===== src/inc/wdtit_pkg.sv =====
// shared constants for the watchdog / interval timer
package wdtit_pkg;
	// ------------------------------------------------------------
	// register addresses
	// ------------------------------------------------------------
	localparam logic [31:0] ADDR_CTRL_RD = 32'hffff8610;
	localparam logic [31:0] ADDR_CNT_RD = 32'hffff8611;
	localparam logic [31:0] ADDR_RST_RD = 32'hffff8613;
	localparam logic [31:0] ADDR_CNT_CTRL_WR = 32'hffff8610;
	localparam logic [31:0] ADDR_RST_WR = 32'hffff8612;
	// ------------------------------------------------------------
	// write keys
	// ------------------------------------------------------------
	localparam logic [7:0] KEY_CNT = 8'h5a;
	localparam logic [7:0] KEY_CTRL = 8'ha5;
	localparam logic [7:0] KEY_RST_DATA = 8'h5a;
	localparam logic [7:0] KEY_FLAG_CLR = 8'ha5;
	localparam logic [7:0] FLAG_CLR_DATA = 8'h00;
	// ------------------------------------------------------------
	// field positions
	// ------------------------------------------------------------
	localparam int CTRL_OVF_BIT = 7;
	localparam int CTRL_MODE_BIT = 6;
	localparam int CTRL_EN_BIT = 5;
	localparam int RST_WATCHDOG_OVERFLOW_FLAG_BIT = 7;
	localparam int RST_ENA_BIT = 6;
	localparam int RST_KIND_BIT = 5;
	// ------------------------------------------------------------
	// reset values and read-as-one masks
	// ------------------------------------------------------------
	localparam logic [7:0] CTRL_RESERVED_ONES = 8'h18;
	localparam logic [7:0] RST_RESERVED_ONES = 8'h1f;
	localparam logic [7:0] CNT_RESET = 8'h00;
	localparam logic [2:0] PRESCALE_RESET = 3'h0;
	// ------------------------------------------------------------
	// timing
	// ------------------------------------------------------------
	localparam int OVF_OUT_CYCLES = 128;
	localparam int CHIP_RST_CYCLES = 512;
	localparam int PRESCALE_WIDTH = 13;
	// prescaler tap for each select code: phi/2,64,128,256,512,1024,4096,8192
	localparam logic [3:0] TAP0 = 4'h0;
	localparam logic [3:0] TAP1 = 4'h5;
	localparam logic [3:0] TAP2 = 4'h6;
	localparam logic [3:0] TAP3 = 4'h7;
	localparam logic [3:0] TAP4 = 4'h8;
	localparam logic [3:0] TAP5 = 4'h9;
	localparam logic [3:0] TAP6 = 4'hb;
	localparam logic [3:0] TAP7 = 4'hc;
endpackage


===== src/inc/wdtit_tick_if.sv =====
// tick request and answer between the top and the prescaler
`timescale 1ns/100ps
interface wdtit_tick_if;
	logic run;
	logic [2:0] sel;
	logic tick;
	modport ctrl (output run, output sel, input tick);
	modport pre (input run, input sel, output tick);
endinterface


===== src/verilog/wdtit_top.sv =====
// watchdog / interval timer: registers, counter, overflow actions
// ------------------------------------------------------------
// Notes on behaviour
// - byte reads of control, counter and reset status at three addresses.
// - watchdog mode when mode select and count enable are both one.
// - watchdog overflow drives overflow_out_n low for 128 clocks.
// - with reset enable set, chip reset starts with the overflow output.
// - reset kind bit picks power-on or manual chip reset.
// - internal watchdog reset lasts 512 clocks.
// - external reset wins over a coincident overflow and clears the flag.
// - watchdog reset does not touch port, pin function or output-enable registers.
// - interval mode raises an interrupt request on every overflow.
// - standby refused while counting; software stops counting first.
// - on NMI in standby count at old rate, leave standby on wrap.
// - interval flag and interrupt request are set in the same cycle.
// - watchdog flag is set one clock before the overflow output goes low.
// - counter write in third bus state wins over a coincident tick.
// - without reset enable, overflow resets only counter and control register.
// - keyed word writes to counter and control share one address.
// - reset register keyed writes clear the flag or load enable and kind.
// - counter held at zero while count enable is clear, except during standby wake.
// - prescale select picks one of eight system clock divisions.
// ------------------------------------------------------------
`timescale 1ns/100ps
module wdtit_top (
	// clock and reset
	input wire logic I_SYS_CLK,
	input wire logic I_RSTN,
	// cpu bus
	input wire logic [31:0] I_ADDR,
	input wire logic I_RD,
	input wire logic I_WR_WORD,
	input wire logic I_WR_T3,
	input wire logic [15:0] I_WDATA,
	output logic [7:0] O_RDATA,
	// standby control
	input wire logic I_STBY_REQ,
	input wire logic I_NMI,
	output logic O_STBY_ACTIVE,
	output logic O_STBY_REFUSED,
	output logic O_CLK_RUN,
	// overflow outputs
	output logic O_OVERFLOW_OUT_N,
	output logic O_INTERVAL_INTERRUPT,
	output logic O_CHIP_RST_PWRON,
	output logic O_CHIP_RST_MANUAL
);
	// ------------------------------------------------------------
	// state
	// ------------------------------------------------------------
	typedef enum {S_RUN, S_STBY, S_WAKE} wdtit_stby_t;
	wdtit_stby_t stby_q;
	logic [7:0] cnt_q;
	logic ovf_flag_q;
	logic mode_q;
	logic en_q;
	logic [2:0] psel_q;
	logic watchdog_overflow_flag_q;
	logic rst_ena_q;
	logic rst_kind_q;
	logic kind_latched_q;
	logic ovf_read_q;
	logic watchdog_overflow_flag_read_q;
	logic wrap;
	logic wd_ovf;
	logic it_ovf;
	logic wd_soft;
	logic ovf_pulse;
	logic crst_pulse;
	logic wr_cnt;
	logic wr_ctrl;
	logic wr_rst_data;
	logic wr_flag_clr;
	logic rd_ctrl;
	logic rd_rst;
	wdtit_tick_if tk ();

	// ------------------------------------------------------------
	// bus decode
	// ------------------------------------------------------------
	// keyed shared address
	assign wr_cnt = I_WR_WORD && I_ADDR == wdtit_pkg::ADDR_CNT_CTRL_WR
		&& I_WDATA[15:8] == wdtit_pkg::KEY_CNT;
	assign wr_ctrl = I_WR_WORD && I_ADDR == wdtit_pkg::ADDR_CNT_CTRL_WR
		&& I_WDATA[15:8] == wdtit_pkg::KEY_CTRL;
	assign wr_rst_data = I_WR_WORD && I_ADDR == wdtit_pkg::ADDR_RST_WR
		&& I_WDATA[15:8] == wdtit_pkg::KEY_RST_DATA;
	assign wr_flag_clr = I_WR_WORD && I_ADDR == wdtit_pkg::ADDR_RST_WR
		&& I_WDATA[15:8] == wdtit_pkg::KEY_FLAG_CLR && I_WDATA[7:0] == wdtit_pkg::FLAG_CLR_DATA;
	assign rd_ctrl = I_RD && I_ADDR == wdtit_pkg::ADDR_CTRL_RD;
	assign rd_rst = I_RD && I_ADDR == wdtit_pkg::ADDR_RST_RD;

	// ------------------------------------------------------------
	// prescaler and counter
	// ------------------------------------------------------------
	// standby wake counts at the setting held from before standby
	assign tk.run = en_q | (stby_q == S_WAKE);
	assign tk.sel = psel_q;

	wdtit_prescaler u_pre (
		.i_clk(I_SYS_CLK),
		.i_rstn(I_RSTN),
		.tk(tk)
	);

	assign wrap = tk.tick && cnt_q == 8'hff && !(wr_cnt && I_WR_T3);
	assign wd_ovf = wrap && en_q && mode_q;
	assign it_ovf = wrap && en_q && !mode_q;
	// local reset when chip reset is off
	assign wd_soft = wd_ovf && !rst_ena_q;

	always_ff @(posedge I_SYS_CLK or negedge I_RSTN) begin
		if (!I_RSTN) begin
			cnt_q <= wdtit_pkg::CNT_RESET;
		end else if (wr_cnt && I_WR_T3) begin
			cnt_q <= I_WDATA[7:0];
		end else if (wd_soft || (!en_q && stby_q != S_WAKE)) begin
			cnt_q <= wdtit_pkg::CNT_RESET;
		end else if (tk.tick) begin
			cnt_q <= cnt_q + 8'h01;
		end
	end

	// ------------------------------------------------------------
	// control register
	// ------------------------------------------------------------
	always_ff @(posedge I_SYS_CLK or negedge I_RSTN) begin
		if (!I_RSTN) begin
			mode_q <= 1'b0;
			en_q <= 1'b0;
			psel_q <= wdtit_pkg::PRESCALE_RESET;
		end else if (wd_soft) begin
			mode_q <= 1'b0;
			en_q <= 1'b0;
			psel_q <= wdtit_pkg::PRESCALE_RESET;
		end else if (wr_ctrl && I_WR_T3) begin
			mode_q <= I_WDATA[wdtit_pkg::CTRL_MODE_BIT];
			en_q <= I_WDATA[wdtit_pkg::CTRL_EN_BIT];
			psel_q <= I_WDATA[2:0];
		end
	end

	// flag clears on watchdog local reset, or by write only after it has been read as one; set wins over clear
	always_ff @(posedge I_SYS_CLK or negedge I_RSTN) begin
		if (!I_RSTN) begin
			ovf_flag_q <= 1'b0;
			ovf_read_q <= 1'b0;
		end else if (wd_soft) begin
			ovf_flag_q <= 1'b0;
			ovf_read_q <= 1'b0;
		end else if (it_ovf) begin
			ovf_flag_q <= 1'b1;
		end else begin
			if (rd_ctrl && ovf_flag_q) begin
				ovf_read_q <= 1'b1;
			end
			if (wr_ctrl && I_WR_T3 && ovf_read_q && !I_WDATA[wdtit_pkg::CTRL_OVF_BIT]) begin
				ovf_flag_q <= 1'b0;
				ovf_read_q <= 1'b0;
			end
		end
	end

	// ------------------------------------------------------------
	// reset control register
	// ------------------------------------------------------------
	// cleared by the external pin, or by a keyed flag-clear write once the flag has been read as one
	always_ff @(posedge I_SYS_CLK or negedge I_RSTN) begin
		if (!I_RSTN) begin
			watchdog_overflow_flag_q <= 1'b0;
			watchdog_overflow_flag_read_q <= 1'b0;
		end else if (wd_ovf) begin
			watchdog_overflow_flag_q <= 1'b1;
		end else begin
			if (rd_rst && watchdog_overflow_flag_q) begin
				watchdog_overflow_flag_read_q <= 1'b1;
			end
			if (wr_flag_clr && I_WR_T3 && watchdog_overflow_flag_read_q) begin
				watchdog_overflow_flag_q <= 1'b0;
				watchdog_overflow_flag_read_q <= 1'b0;
			end
		end
	end

	always_ff @(posedge I_SYS_CLK or negedge I_RSTN) begin
		if (!I_RSTN) begin
			rst_ena_q <= 1'b0;
			rst_kind_q <= 1'b0;
		end else if (stby_q == S_STBY) begin
			rst_ena_q <= 1'b0;
			rst_kind_q <= 1'b0;
		end else if (wr_rst_data && I_WR_T3) begin
			// data key loads bits 6 and 5
			rst_ena_q <= I_WDATA[wdtit_pkg::RST_ENA_BIT];
			rst_kind_q <= I_WDATA[wdtit_pkg::RST_KIND_BIT];
		end
	end

	// ------------------------------------------------------------
	// overflow output and chip reset
	// ------------------------------------------------------------
	// 128 clock pulse
	wdtit_pulse_timer #(
		.LEN(wdtit_pkg::OVF_OUT_CYCLES)
	) u_ovf_pulse (
		.i_clk(I_SYS_CLK),
		.i_rstn(I_RSTN),
		.i_start(wd_ovf),
		.o_active(ovf_pulse)
	);

	// chip reset starts with the overflow output
	wdtit_pulse_timer #(
		.LEN(wdtit_pkg::CHIP_RST_CYCLES)
	) u_rst_pulse (
		.i_clk(I_SYS_CLK),
		.i_rstn(I_RSTN),
		.i_start(wd_ovf && rst_ena_q),
		.o_active(crst_pulse)
	);

	// kind held for the whole reset, software may not retarget it midway
	always_ff @(posedge I_SYS_CLK or negedge I_RSTN) begin
		if (!I_RSTN) begin
			kind_latched_q <= 1'b0;
		end else if (wd_ovf) begin
			kind_latched_q <= rst_kind_q;
		end
	end

	// ------------------------------------------------------------
	// output pins
	// ------------------------------------------------------------
	// registered pin; shifts by the same clock as the chip reset, so both start together
	always_ff @(posedge I_SYS_CLK or negedge I_RSTN) begin
		if (!I_RSTN) begin
			O_OVERFLOW_OUT_N <= 1'b1;
		end else begin
			O_OVERFLOW_OUT_N <= !ovf_pulse;
		end
	end

	always_ff @(posedge I_SYS_CLK or negedge I_RSTN) begin
		if (!I_RSTN) begin
			O_CHIP_RST_PWRON <= 1'b0;
			O_CHIP_RST_MANUAL <= 1'b0;
		end else begin
			O_CHIP_RST_PWRON <= crst_pulse && !kind_latched_q;
			O_CHIP_RST_MANUAL <= crst_pulse && kind_latched_q;
		end
	end

	always_ff @(posedge I_SYS_CLK or negedge I_RSTN) begin
		if (!I_RSTN) begin
			O_INTERVAL_INTERRUPT <= 1'b0;
		end else begin
			O_INTERVAL_INTERRUPT <= it_ovf;
		end
	end

	// ------------------------------------------------------------
	// standby
	// ------------------------------------------------------------
	always_ff @(posedge I_SYS_CLK or negedge I_RSTN) begin
		if (!I_RSTN) begin
			stby_q <= S_RUN;
			O_STBY_REFUSED <= 1'b0;
		end else begin
			O_STBY_REFUSED <= 1'b0;
			unique case (stby_q)
				S_RUN: begin
					if (I_STBY_REQ && en_q) begin
						O_STBY_REFUSED <= 1'b1;
					end else if (I_STBY_REQ) begin
						stby_q <= S_STBY;
					end
				end
				S_STBY: begin
					if (I_NMI) begin
						stby_q <= S_WAKE;
					end
				end
				S_WAKE: begin
					if (tk.tick && cnt_q == 8'hff) begin
						stby_q <= S_RUN;
					end
				end
			endcase
		end
	end

	always_ff @(posedge I_SYS_CLK or negedge I_RSTN) begin
		if (!I_RSTN) begin
			O_STBY_ACTIVE <= 1'b0;
			O_CLK_RUN <= 1'b1;
		end else begin
			O_STBY_ACTIVE <= stby_q != S_RUN;
			O_CLK_RUN <= stby_q == S_RUN;
		end
	end

	// ------------------------------------------------------------
	// read data
	// ------------------------------------------------------------
	// three byte read addresses
	always_ff @(posedge I_SYS_CLK or negedge I_RSTN) begin
		if (!I_RSTN) begin
			O_RDATA <= 8'h00;
		end else if (rd_ctrl) begin
			O_RDATA <= {ovf_flag_q, mode_q, en_q, 5'h00} | wdtit_pkg::CTRL_RESERVED_ONES
				| {5'h00, psel_q};
		end else if (I_RD && I_ADDR == wdtit_pkg::ADDR_CNT_RD) begin
			O_RDATA <= cnt_q;
		end else if (rd_rst) begin
			O_RDATA <= {watchdog_overflow_flag_q, rst_ena_q, rst_kind_q, 5'h00} | wdtit_pkg::RST_RESERVED_ONES;
		end else begin
			O_RDATA <= 8'h00;
		end
	end
endmodule


===== src/verilog/wdtit_prescaler.sv =====
// divider of the system clock, cleared while stopped, with selectable tick tap
`timescale 1ns/100ps
module wdtit_prescaler (
	// clock and reset
	input wire logic i_clk,
	input wire logic i_rstn,
	// tick port
	wdtit_tick_if.pre tk
);
	logic [wdtit_pkg::PRESCALE_WIDTH-1:0] div_q;
	logic [wdtit_pkg::PRESCALE_WIDTH-1:0] div_d;
	logic [3:0] tap;
	logic [wdtit_pkg::PRESCALE_WIDTH-1:0] ones;

	// divider cleared while stopped so each run starts from a fresh period
	always_ff @(posedge i_clk or negedge i_rstn) begin
		if (!i_rstn) begin
			div_q <= '0;
		end else begin
			div_q <= div_d;
		end
	end

	always_comb begin
		div_d = tk.run ? div_q + 1'b1 : '0;
	end

	always_comb begin
		unique case (tk.sel)
			3'h0: tap = wdtit_pkg::TAP0;
			3'h1: tap = wdtit_pkg::TAP1;
			3'h2: tap = wdtit_pkg::TAP2;
			3'h3: tap = wdtit_pkg::TAP3;
			3'h4: tap = wdtit_pkg::TAP4;
			3'h5: tap = wdtit_pkg::TAP5;
			3'h6: tap = wdtit_pkg::TAP6;
			3'h7: tap = wdtit_pkg::TAP7;
		endcase
	end

	genvar g;
	generate
		for (g = 0; g < wdtit_pkg::PRESCALE_WIDTH; g++) begin : g_ones
			assign ones[g] = (g > int'(tap)) ? 1'b1 : div_q[g];
		end
	endgenerate

	// tick when every divider bit up to the tap is one, bits above it masked
	assign tk.tick = tk.run & (&ones);
endmodule


===== src/verilog/wdtit_pulse_timer.sv =====
// fixed-length active pulse started by a one-cycle trigger
`timescale 1ns/100ps
module wdtit_pulse_timer #(
	parameter int LEN = 128
) (
	// clock and reset
	input wire logic i_clk,
	input wire logic i_rstn,
	// trigger and pulse
	input wire logic i_start,
	output logic o_active
);
	localparam int CW = $clog2(LEN + 1);
	logic [CW-1:0] cnt_q;

	// retrigger restarts the full length
	always_ff @(posedge i_clk or negedge i_rstn) begin
		if (!i_rstn) begin
			cnt_q <= '0;
		end else if (i_start) begin
			cnt_q <= CW'(LEN);
		end else if (cnt_q != '0) begin
			cnt_q <= cnt_q - 1'b1;
		end
	end

	always_ff @(posedge i_clk or negedge i_rstn) begin
		if (!i_rstn) begin
			o_active <= 1'b0;
		end else begin
			o_active <= i_start | (cnt_q > CW'(1));
		end
	end
endmodule


===== config.mk =====
export PLATFORM = sky130hd
export DESIGN_NAME = wdtit_top
export DESIGN_NICKNAME = d
export VERILOG_FILES = /design/src/inc/wdtit_pkg.sv /design/src/inc/wdtit_tick_if.sv /design/src/verilog/wdtit_top.sv /design/src/verilog/wdtit_prescaler.sv /design/src/verilog/wdtit_pulse_timer.sv
export SDC_FILE = /design/constraint.sdc
export NUM_CORES = 1
export LEC_CHECK = 0
export ABC_CLOCK_PERIOD_IN_PS = 3430
export BUFFER_PORTS_ARGS = -buffer_cell sky130_fd_sc_hd__buf_2
export CELL_PAD_IN_SITES_DETAIL_PLACEMENT = 0
export CELL_PAD_IN_SITES_GLOBAL_PLACEMENT = 1
export CORE_MARGIN = 2
export CORE_UTILIZATION = 43
export DETAILED_ROUTE_END_ITERATION = 12
export PLACE_DENSITY_LB_ADDON = 0.2
export SKIP_CTS_REPAIR_TIMING = 1
export SYNTH_ARGS = -nofsm -noshare
export SYNTH_HDL_FRONTEND = slang
export SYNTH_SLANG_ARGS = --single-unit

===== constraint.sdc =====
create_clock -name I_SYS_CLK -period 3.43 [get_ports I_SYS_CLK]
set_clock_uncertainty 0.2 [all_clocks]
set_input_delay 0.343 -clock I_SYS_CLK [delete_from_list [all_inputs] [get_ports I_SYS_CLK]]
set_output_delay 0.343 -clock I_SYS_CLK [all_outputs]
set_load 0.005 [all_outputs]

; ---- Yosys cells after proc, flatten, opt, wreduce, memory -nomap -nowiden
; Memories as Yosys holds them, arrays and structs flattened.
; Index checks and enable logic that the tools add are counted.
; Widths: inputs -> output; s select.
[word_totals]
register_bits = 100
rom_bits = 32
word_cells = 175
n_memories = 1
[memory_table]
columns = name, depth, width, read_ports, rd_clocked_by_memory_dff, wr, line
row1 = (name not given), 8, 4, 1, 0, 0, wdtit_prescaler.sv:29  ; unique case (tk.sel)
[classes]
n_addsub = 4
n_lt_le_gt_ge = 14
n_eq_ne = 17
muxes = 51
bitwise_logic = 6
reduce_logical = 57
[op_table]
columns = cell, n
row1 = $eq 32x32->1 const B, 4
row2 = $mux 32, 4
row3 = $pmux 32 s3, 1
row4 = $eq 32x2->1 const B, 2
row5 = $logic_not 32->1, 2
row6 = $mux 8, 8
row7 = $mux 1, 33
row8 = $eq 32x1->1 const B, 1
row9 = $eq 32x3->1 const B, 1
row10 = $ne 32x3->1 const B, 1
row11 = $reduce_bool 32->1, 1
row12 = $logic_and 1x1->1, 30
row13 = $gt 4x4->1 const A, 5
row14 = $mux 10, 2
row15 = $eq 8x8->1 const B, 2
row16 = $gt 3x4->1 const A, 4
row17 = $add 13x1->13 const B, 1
row18 = $mux 13, 1
row19 = $reduce_and 13->1, 1
row20 = $reduce_bool 2->1, 6
row21 = $gt 10x1->1 const B, 1
row22 = $reduce_bool 10->1, 1
row23 = $sub 10x1->10 const B, 1
row24 = $reduce_bool 3->1, 3
row25 = other kinds (19), 33

; ---- Longest topological paths before layout
; Gate-level depths: netlist (run 1).
; An unclocked memory read counts as a cell.
[depth]
word_depth = 13
mapped_depth = 9
depth_no_buf = 8

; ---- Cells and area by module
; From an unflattened synthesis (run 1), not the netlist that was laid out.
[hier_totals]
cells_unflattened = 382
hier_area_um2 = 3792.4
[by_module_without_submodules]
columns = mod, instances, cells_per_inst, area_each_um2
row1 = wdtit_top, 1, 185, 1883.1
row2 = wdtit_prescaler, 1, 82, 805.8
row3 = wdtit_pulse_timer (u_rst_pulse), 1, 61, 596.8
row4 = wdtit_pulse_timer (u_ovf_pulse), 1, 54, 506.7

; ---- Worst setup path before layout (run 1)
; OpenSTA, ideal clock, no wires.
[synth_path]
path_type = flip-flop to flip-flop
from = register psel_q[1]
to = register ovf_read_q
arrival_ns = 2.465
t_required_ns = 3.084
setup_slack_ns = 0.618
path_stages_with_launch = 9
n_path_buf = 0
synth_period_minus_slack_ns = 2.812
path_cell_list = dfrtp_1 > inv_1 > ha_1 > nor2b_1 > o21a_1 > o221ai_1 > nand3_2 > nor4_1 > o41ai_2
[synth_via]
elab_chain_len = 12
word_cells_on_any_way = 37
classes_between = 12 x order compare / 1 x eq/ne / 13 x mux / 1 x bitwise / 9 x reduce/logical / 1 x memory
[synth_rtl]
columns = element, line
row1 = start: declaration, wdtit_top.sv:57  ; logic [2:0] psel_q;
row2 = start signal: assignment, wdtit_top.sv:131  ; psel_q <= wdtit_pkg::PRESCALE_RESET;
row3 = start signal: assignment, wdtit_top.sv:135  ; psel_q <= wdtit_pkg::PRESCALE_RESET;
row4 = start signal: assignment, wdtit_top.sv:139  ; psel_q <= I_WDATA[2:0];
row5 = $mem_v2 8x4 (*), --
row6 = $gt 1x4->1 (tied with other cells), wdtit_prescaler.sv:44  ; assign ones[g] = (g > int'(tap)) ? 1'b1 : div_q[g];
row7 = $mux 1, wdtit_prescaler.sv:44
row8 = $reduce_and 13->1 (*), wdtit_prescaler.sv:49  ; assign tk.tick = tk.run & (&ones);
row9 = $and 1x1->1 (*), wdtit_prescaler.sv:49
row10 = $logic_and 1x1->1 (*) (2 in a row), wdtit_top.sv:106  ; assign wrap = tk.tick && cnt_q == 8'hff && !(wr_cnt && I_WR_T3);
row11 = $logic_and 1x1->1 (*), "wdtit_top.sv:107, wdtit_top.sv:108"
row12 = $logic_and 1x1->1, wdtit_top.sv:107  ; assign wd_ovf = wrap && en_q && mode_q;
row13 = $logic_and 1x1->1, wdtit_top.sv:110  ; assign wd_soft = wd_ovf && !rst_ena_q;
row14 = $ne 2x1->1 (no line) or $reduce_bool 3->1 (tied branches), --
row15 = $reduce_and 2->1 (no line), --
row16 = end signal: assignment, wdtit_top.sv:147  ; ovf_read_q <= 1'b0;
row17 = end signal: assignment, wdtit_top.sv:150  ; ovf_read_q <= 1'b0;
row18 = end signal: assignment, wdtit_top.sv:155  ; ovf_read_q <= 1'b1;
row19 = end: declaration, wdtit_top.sv:62  ; logic ovf_read_q;
; Mark *: on every way between the ends. The rest lies on a longest branch, timed or not.
; A chain may end at the register's enable or synchronous reset.

; ---- Final worst setup path (run 1)
[layout_path]
from = register psel_q[1]
to = register kind_latched_q
[layout_via]
elab_chain_len = 9
word_cells_on_any_way = 31
classes_between = 12 x order compare / 12 x mux / 1 x bitwise / 5 x reduce/logical / 1 x memory
[layout_rtl]
columns = element, line
row1 = $mem_v2 8x4 (*), --
row2 = $gt 1x4->1 (tied with other cells), wdtit_prescaler.sv:44
row3 = $mux 1, wdtit_prescaler.sv:44
row4 = $reduce_and 13->1 (*), wdtit_prescaler.sv:49
row5 = $and 1x1->1 (*), wdtit_prescaler.sv:49
row6 = $logic_and 1x1->1 (*) (2 in a row), wdtit_top.sv:106
row7 = $logic_and 1x1->1 (*) (2 in a row), wdtit_top.sv:107
row8 = end signal: assignment, wdtit_top.sv:227  ; kind_latched_q <= rst_kind_q;
row9 = end: declaration, wdtit_top.sv:61  ; logic kind_latched_q;
; Marked as above.

==> results of run 1 <==
==> cells by family after synthesis <==
kind of cell	after synthesis	share of synthesized area [%]
AND/OR/NAND/NOR	191	27.3
flip-flops	70	44.6
AO/OA/AOI/OAI	67	12.7
buffers and inverters	24	2.36
XOR/XNOR	20	4.46
multiplexers	17	4.43
adder cells (fa/ha/maj)	13	4.14
==> area by class of cell <==
type | count | area [um^2] | share of cell area, %
Multi-Input combinational cell | 308 | 2080 | 44.5
Clock inverter | 7 | 121 | 2.59
Inverter | 15 | 56.3 | 1.20
Tap cell | 108 | 135 | 2.89
Clock buffer | 9 | 124 | 2.65
Sequential cell | 70 | 1750 | 37.5
Timing Repair Buffer | 77 | 408 | 8.71
==> metal layers <==
metal  vias up  routed length [um]
met2        91                4220
met3        11                 605
li1       1641                   -
met4         0                 163
met1      1548                4440
met5         -                   0
==> Yosys cell counts, types with 3 or more instances <==
cell       count
nor4_1        12
nor3_1        12
inv_1         15
mux2i_1       14
nor3b_1        5
nand4_1       12
nand2b_1       4
a2bb2oi_1      6
and2_1         3
dfrtp_1       68
or3_1          4
nor4bb_1       6
nor4b_1        4
xnor2_1        7
a21oi_1       13
nor2_1        46
o2bb2a_1       3
and3_1         9
nand3_1       20
ha_1          13
clkbuf_1       7
mux2_2         3
o21ai_0       18
nor2b_1        7
xor2_1        13
or4_1          3
nand2_1       31
==> where the power goes <==
group,leakage [nW],switching [mW],internal (mW)
Combinational,1.14,0.151,0.104
Sequential,0.876,0.0177,0.859
Clock,0.124,0.338,0.487
Total,2.14,0.507,1.45
==> worst max-delay path by stage <==
stage	start	to	slack [ns]	depth (start not counted)
global route	psel_q[1]	u_rst_pulse.cnt_q[2]	0.02	8
detailed placement	psel_q[1]	u_rst_pulse.cnt_q[2]	0.26	8
finish	psel_q[1]	kind_latched_q	0.27	8
global placement	psel_q[1]	kind_latched_q	0.37	8
floorplan	psel_q[1]	ovf_read_q	0.62	8
CTS	psel_q[1]	u_rst_pulse.cnt_q[2]	0.26	8
==> worst max-delay path, stage by stage (launching register included) <==
cell      delay, ns
dfrtp_1        0.55
inv_1          0.11
ha_1           0.30
nor2b_1        0.13
o21a_1         0.17
o221ai_1       0.39
nand3_2        0.38
or3_4          0.53
mux2_2         0.28
==> layout by cell type, fill, tap and decap left out, types with 3 or more instances in the layout <==
cell type	synthesis	routed
buf_2	2	69
o2bb2a_1	3	3
nor4bb_1	6	6
nor3b_1	5	5
and3_1	9	9
mux2i_1	14	14
xor2_1	13	13
or3_1	4	4
nand3_1	20	20
nand2b_1	4	4
bufinv_16	0	3
nor2b_1	7	7
a2bb2oi_1	6	6
o21ai_0	18	18
ha_1	13	13
and2_1	3	3
nand2_1	31	31
nor2_1	46	46
inv_1	15	15
nor4b_1	4	4
dfrtp_1	68	68
nor4_1	12	12
nor3_1	12	12
mux2_2	3	3
a21oi_1	13	13
clkbuf_8	0	9
or4_1	3	3
xnor2_1	7	7
nand4_1	12	12
buf_4	0	7
==> per-stage QoR <==
step	power, mW	hold WS, ns
5_1_grt	2.05	0.0110
3_5_place_dp	1.15	0.143
2_1_floorplan	1.04	-0.153
6_report	1.96	0.0195
3_3_place_gp	1.14	0.144
4_1_cts	1.98	-0.145
==> registers in the layout (all words and copies together), names as in the netlist, 2 cells and up <==
register and cells:
stby_q 2, u_rst_pulse.cnt_q 10, cnt_q 8, u_ovf_pulse.cnt_q 8
u_pre.div_q 13, O_RDATA 8, psel_q 3
==> impl_metrics.yaml, run 1 <==
logic_synthesis:
  synth_area_um2: 3930
  synth_cell_types: 62
  avgSynthCellArea_um2: 9.78
  synth-seq-cells: 70
  synth_edf_count: 0
  synth_area_leaders: "dfrtp_1, nor2_1, ha_1, mux2i_1, nand2_1"
  synth_top_area_share_pct: 43.3
  synthCells: 402
  yosysWarnings: 0
  yosysTopAreaCell: "dfrtp_1"
  synth-seq-area-share_pct: 44.6
  synth_nets: 470
  async_reset_ff_share_pct: 100
  synth_ff_type: "dfrtp_1"
floorplanning:
  core_area_um2: 8810
  start_util_pct: 44.6
  ioPinCount: 70
  die_h_um: 99.6
  dieWidth_um: 99.6
  rows: 34
  dieArea_um2: 9920
setup_path:
  reg2reg_depth: 8
  required_ns: 3.46
  crit_type: "reg2reg"
  critPathLaunchType: "flop"
  reg2reg_slack_ns: 0.27
  rr_endpoint: "kind_latched_q"
  cp.arrival_ns: 3.19
  reg2reg_from: "psel_q[1]"
  end_kind: "flop"
  path_max_fanout: 14
clocking:
  clk_transition_reported_paths_ns: 0.08
  cts_tree: "done"
  cts_root_buffer: "clkbuf_8"
  cts.sinks: 70
  cts_made_buffers: 9
  cts-htree-levels: 3
  max-clock-path-buffers: 2
  insertion_delay_ns: 0.35
grt:
  top_usage_layer: "met2"
  first_global_vias: 3184
  use_met2_pct: 30.9
  grt_pass1_wl_um: 15900
  overflow: 0
  use_met1_pct: 28.9
  met3_usage_pct: 3.94
  grt_max_degree: 33
  grt_use_total_pct: 20.2
  grt_antenna_before_repair: 0
route:
  drc: 0
  drtIter0Drc: 205
  avgRoutedWirePerCell_um: 15.9
  ant_nets: 0
  wirelength_um: 9430
  viasPerCell: 5.54
  firstDrtPassIters: 4
  num_vias: 3291
cells_and_area:
  nFillCells: 835
  n_antenna_cell: 0
  final_cell_area_um2: 4680
  fin_util_pct: 53.2
  drive_above_1_share_pct: 22.6
  fin_cells: 594
  area_growth_pct: 19.1
  nets: 549
place:
  dpl.cell_count: 577
  portBuffers: 69
  gp_congestion: 0.920
  dpl_cell_area_um2: 4430
  dp_hpwl_um: 7220
  post-place-ws_ns: 0.262
timing:
  max_slew_margin_pct: 52.4
  finalSetupTns_ns: 0
  fmax_mhz: 316
  setup_ws_ns: 0.267
  finalHoldViolations: 0
  finalMaxSlewViolations: 0
  fin_crit_ns: 3.16
  setup_viol: 0
  worstMarginPinSlew_ns: 0.707
  period_share_pct: 92.2
  rsz0062_at_grt: "false"
worst_hold_path:
  min_from: "I_WDATA[4]"
  min_path_type: "in2reg"
  holdPathStages: 3
  hold_path_end: "cnt_q[4]"
pwr:
  p_per_area_nw_per_um2: 418
  ir_drop_v: 0.000220
  p_leak_nw: 2.14
run_status:
  status: "complete, no violations"
flow_run:
  cap_viol_max_count: 0
(Power assumes the default switching activity.)
==> inputs of run 2 (changes only) <==
--- a/config.mk
+++ b/config.mk
@@ -10,8 +10,9 @@
 export CELL_PAD_IN_SITES_DETAIL_PLACEMENT = 0
 export CELL_PAD_IN_SITES_GLOBAL_PLACEMENT = 1
 export CORE_MARGIN = 2
-export CORE_UTILIZATION = 43
+export CORE_UTILIZATION = 42
 export DETAILED_ROUTE_END_ITERATION = 12
+export GPL_ROUTABILITY_DRIVEN = 0
 export PLACE_DENSITY_LB_ADDON = 0.2
 export SKIP_CTS_REPAIR_TIMING = 1
 export SYNTH_ARGS = -nofsm -noshare
==> run 2 against run 1 <==
Net effect: sequential share of layout area down 0.27 points; utilization shrank 1.6 points; count of clock-buffer cells in the layout is 3 higher; design area up 0.72%; flip-flop and latch count did not move; final cell count up 0.51%; register-to-register slack improved by 0.09 ns; fmax up 3.0%; sequential power barely moved; combinational power is essentially flat; worst hold slack got worse by 0.0014 ns; largest cell class unchanged.
==> impl_metrics.yaml, run 2 (synthesis gave the netlist of run 1 again) <==
grt:
  grt_antenna_before_repair: 0
  grt_use_total_pct: 19.1
  first_global_vias: 3161
  grt_max_degree: 71
  overflow: 0
  grt_pass1_wl_um: 15400
place:
  dpl.cell_count: 581
  dp_hpwl_um: 7090
  post-place-ws_ns: 0.338
  portBuffers: 69
timing:
  max_slew_margin_pct: 44.5
  setup_ws_ns: 0.360
  period_share_pct: 89.5
  fmax_mhz: 326
  finalHoldViolations: 0
  fin_crit_ns: 3.07
  finalMaxSlewViolations: 0
  holdWs_ns: 0.0181
  setup_viol: 0
  worstMarginPinSlew_ns: 0.826
  finalSetupTns_ns: 0
  rsz0062_at_grt: "false"
clocking:
  insertion_delay_ns: 0.35
  max-clock-path-buffers: 2
  cts-htree-levels: 3
  cts_root_buffer: "clkbuf_8"
  cts.sinks: 70
  cts_tree: "done"
  cts_made_buffers: 9
  clk_transition_reported_paths_ns: 0.07
route:
  drc: 0
  wirelength_um: 9300
  drtIter0Drc: 180
  num_vias: 3307
  viasPerCell: 5.54
  avgRoutedWirePerCell_um: 15.6
  ant_nets: 0
  firstDrtPassIters: 4
pwr:
  ir_drop_v: 0.000223
  p_int_mw: 1.50
  swShare_pct: 24.4
  p_per_area_nw_per_um2: 422
  p_comb_share_pct: 12.8
  clockPowerShare_pct: 43.1
  p_seq_share_pct: 44.1
  p_leak_nw: 2.15
  p_sw_mw: 0.485
setup_path:
  cpPeakStageDelay_ns: 0.74
  path_cells: "inv_1, ha_1, nor2b_1, o21ai_1, a2111oi_4, nand3_2, nor3_1, o22a_1"
  cp.arrival_ns: 3.15
  required_ns: 3.51
  critPathLaunchType: "flop"
  path_max_fanout: 8
  crit_type: "reg2reg"
  end_kind: "flop"
  cp_slowest_cell: "nor3_1"
floorplanning:
  ioPinCount: 70
  die_h_um: 101
  dieArea_um2: 10100
  dieWidth_um: 101
  start_util_pct: 42.9
  rows: 35
  core_area_um2: 9150
cells_and_area:
  top_regs: "u_pre.div_q (13), u_rst_pulse.cnt_q (10)"
  n_antenna_cell: 0
  drive_above_1_share_pct: 22.6
  fin_util_pct: 51.5
  layout_commonest_cell: "buf_2"
  fin_cells: 597
  final_cell_mix: "buf_2, dfrtp_1, nor2_1"
  largest_register_ffs: 13
  nets: 550
  area_growth_pct: 20.0
  nFillCells: 853
  top_register: "u_pre.div_q"
flow_run:
  cap_viol_max_count: 0
run_status:
  status: "complete, no violations"
worst_hold_path:
  min_path_type: "in2reg"
run 2: layout make-up:
class / count / area, um^2 / area share [%]
Clock buffer: 12 / 165 / 3.50
Clock inverter: 3 / 90.1 / 1.91
Inverter: 15 / 56.3 / 1.19
Multi-Input combinational cell: 308 / 2080 / 44.2
Sequential cell: 70 / 1750 / 37.2
Tap cell: 111 / 139 / 2.95
Timing Repair Buffer: 78 / 428 / 9.07
run 2: path summary, 6_finish.rpt:
path	startpoint	end	slack, ns	cells past startpoint
worst max-delay path	psel_q[0]	watchdog_overflow_flag_read_q	0.36	8
worst min-delay path	I_WDATA[4]	cnt_q[4]	0.02	3
worst max register to register	psel_q[0]	watchdog_overflow_flag_read_q	0.36	8
worst min register to register	u_ovf_pulse.o_active	O_OVERFLOW_OUT_N	0.15	1
max in group asynchronous	I_RSTN	O_CLK_RUN	2.35	3
min in group asynchronous	I_RSTN	u_ovf_pulse.o_active	0.36	3
run 2: worst max-delay path: cells and delay by family (launching register included):
kind | cells | cell delay [ns]
AND/OR/NAND/NOR | 3 | 1.09
AO/OA/AOI/OAI | 3 | 0.87
flip-flops | 1 | 0.44
adder cells (fa/ha/maj) | 1 | 0.26
buffers and inverters | 1 | 0.14
run 2: per-layer routing:
metal | up-vias | share of wire [%] | GRT usage (%)
met5 | - | 0 | 0
met4 | 0 | 0.49 | 3.48
met3 | 4 | 4.6 | 3.74
met2 | 86 | 46 | 29.8
met1 | 1582 | 49 | 28.0
li1 | 1635 | - | -
run 2: stage by stage:
| stage | instance area [um^2] | total power, mW |
|---|---|---|
| 2_1_floorplan | 3930 | 1.04 |
| 3_3_place_gp | 4450 | 1.14 |
| 3_5_place_dp | 4450 | 1.15 |
| 4_1_cts | 4710 | 2.00 |
| 5_1_grt | 4720 | 2.07 |
| 6_report | 4720 | 1.99 |
run 2: power by group through the flow:
stage	Clock (mW)	Sequential, mW	Combinational [mW]
finish	0.858	0.878	0.254
global route	0.905	0.881	0.285
CTS	0.868	0.877	0.256
detailed placement	0	0.894	0.256
global placement	0	0.893	0.249
floorplan	0	0.891	0.144
==> inputs of run 3 (changes only) <==
==> constraint.sdc (replaced) <==
create_clock -name I_SYS_CLK -period 3.43 [get_ports I_SYS_CLK]
set_clock_uncertainty 0.2 [all_clocks]
set_input_delay 0.1715 -clock I_SYS_CLK [delete_from_list [all_inputs] [get_ports I_SYS_CLK]]
set_output_delay 0.1715 -clock I_SYS_CLK [all_outputs]
set_load 0.005 [all_outputs]
==> run 3 against run 2 <==
Net effect: the run now ends with hold timing left; clock power decreased by 10%; sequential power about the same; fmax decreased by 4.0%; combinational power about the same; critical path type unchanged; critical endpoint is now kind_latched_q; largest cell class unchanged; largest power group unchanged.
==> impl_metrics.yaml, run 3 (synthesis gave the netlist of run 1 again) <==
run_status:
  status: "finished with violations"
  violations: "hold timing"
setup_path:
  cp_slowest_cell: "dfrtp_1"
  reg2reg_depth: 8
  reg2reg_slack_ns: 0.23
  path_cells: "inv_1, ha_1, nor2b_1, o21a_1, o221ai_1, nand3_2, or3_4, mux2_2"
  cp-endpoint: "kind_latched_q"
  path_max_fanout: 14
  end_kind: "flop"
  cpPeakStageDelay_ns: 0.54
  path_depth: 8
  cp.arrival_ns: 3.23
  cp_top_family: "simple AND/OR/NAND/NOR gates"
  crit_type: "reg2reg"
  critPathLaunchType: "flop"
  startpoint: "psel_q[1]"
  reg2reg_from: "psel_q[1]"
  cp.buffers_inverters: 1
  required_ns: 3.47
  rr_endpoint: "kind_latched_q"
route:
  num_vias: 3321
  firstDrtPassIters: 4
  drtIter0Drc: 178
  viasPerCell: 5.52
  wirelength_um: 9410
  avgRoutedWirePerCell_um: 15.6
  drc: 0
  ant_nets: 0
grt:
  grt_pass1_wl_um: 15600
  grt_antenna_before_repair: 0
  grt_use_total_pct: 19.4
  grt_max_degree: 52
  first_global_vias: 3203
  overflow: 0
timing:
  worstMarginPinSlew_ns: 0.639
  fin_crit_ns: 3.20
  max_slew_margin_pct: 57.0
  rsz0062_at_grt: "false"
  period_share_pct: 93.2
  fmax_mhz: 313
  finalSetupTns_ns: 0
  holdWs_ns: -0.0277
  finalMaxSlewViolations: 0
  finalHoldViolations: 2
  setup_viol: 0
pwr:
  p_seq_share_pct: 46.1
  clockPowerShare_pct: 40.5
  p_int_mw: 1.41
  p_leak_nw: 2.15
  p_comb_share_pct: 13.4
  p_per_area_nw_per_um2: 404
  ir_drop_v: 0.000173
  p_sw_mw: 0.491
  swShare_pct: 25.8
floorplanning:
  rows: 35
  ioPinCount: 70
  core_area_um2: 9150
  start_util_pct: 42.9
  die_h_um: 101
  dieArea_um2: 10100
  dieWidth_um: 101
cells_and_area:
  nets: 554
  top_register: "u_pre.div_q"
  final-seq-area_um2: 1750
  layout_commonest_cell: "buf_2"
  largest_register_ffs: 13
  drive_above_1_share_pct: 22.0
  multi_input_area_um2: 2080
  final_cell_mix: "buf_2, dfrtp_1, nor2_1"
  n_antenna_cell: 0
  fin_cells: 602
  area_growth_pct: 20.1
  top_regs: "u_pre.div_q (13), u_rst_pulse.cnt_q (10)"
  nFillCells: 877
clocking:
  max-clock-path-buffers: 2
  cts_made_buffers: 9
  cts-htree-levels: 3
  clk_transition_reported_paths_ns: 0.08
  cts.sinks: 70
  cts_root_buffer: "clkbuf_8"
  insertion_delay_ns: 0.36
  cts_tree: "done"
place:
  dp_hpwl_um: 7140
  dpl.cell_count: 579
  portBuffers: 69
worst_hold_path:
  min_path_type: "in2reg"
flow_run:
  cap_viol_max_count: 0
run 3: cell count changes in the layout (fill, tap and decap cells not counted), sizes merged:
| cell | previous run | this run |
|---|---|---|
| dlygate4sd3 | 1 | 7 |
| buf | 77 | 75 |
| clkinv | 0 | 2 |
| bufinv | 3 | 2 |
run 3: power by group through the flow:
stage | Sequential, mW | Clock [mW] | Combinational (mW)
floorplan | 0.891 | 0 | 0.144
finish | 0.878 | 0.770 | 0.256
global placement | 0.893 | 0 | 0.246
global route | 0.883 | 0.814 | 0.291
CTS | 0.878 | 0.785 | 0.254
detailed placement | 0.895 | 0 | 0.253
run 3: through the flow:
stage	setup WS [ns]	power [mW]	utilization, %	cell area (um^2)
floorplan	0.618	1.04	-	3930
global placement	0.361	1.14	48.3	4420
detailed placement	0.289	1.15	48.3	4420
CTS	0.252	1.92	50.8	4650
global route	0.0122	1.99	51.6	4720
finish	0.233	1.90	51.6	4720
run 3: tightest hold or removal path, delay by kind of cell:
kind,cells,cell delay [ns]
multiplexers,1,0.09
AND/OR/NAND/NOR,1,0.08
buffers and inverters,1,0.15
run 3: how the worst min path moves through the flow:
| stage | end | from | slack [ns] | depth (start not counted) |
|---|---|---|---|---|
| after floorplan | O_CHIP_RST_MANUAL | I_RSTN | -0.32 | 0 |
| after global placement | u_ovf_pulse.cnt_q[3] | I_RSTN | -0.05 | 1 |
| after detailed placement | u_ovf_pulse.cnt_q[2] | I_RSTN | -0.05 | 1 |
| after CTS | u_ovf_pulse.cnt_q[2] | I_RSTN | -0.44 | 1 |
| after global routing | rst_kind_q | I_WDATA[5] | 0.03 | 3 |
| final | en_q | I_WDATA[5] | -0.03 | 3 |
run 3: routing by layer:
| layer | share of wire, % | global-route usage (%) | wire length [um] | vias up |
|---|---|---|---|---|
| li1 | - | - | - | 1641 |
| met5 | 0 | 0 | 0 | - |
| met1 | 49 | 28.0 | 4580 | 1579 |
| met3 | 5.7 | 4.44 | 537 | 5 |
| met2 | 45 | 29.8 | 4240 | 96 |
| met4 | 0.60 | 4.11 | 56 | 0 |
run 3: final cells by class:
class | instances | share of cell area, %
flip-flops and latches | 70 | 37.2
clock buffers | 12 | 3.29
clock inverters | 4 | 1.49
multi-input cells | 308 | 44.2
repair buffers | 82 | 9.76
inverters | 15 | 1.19
well taps | 111 | 2.94
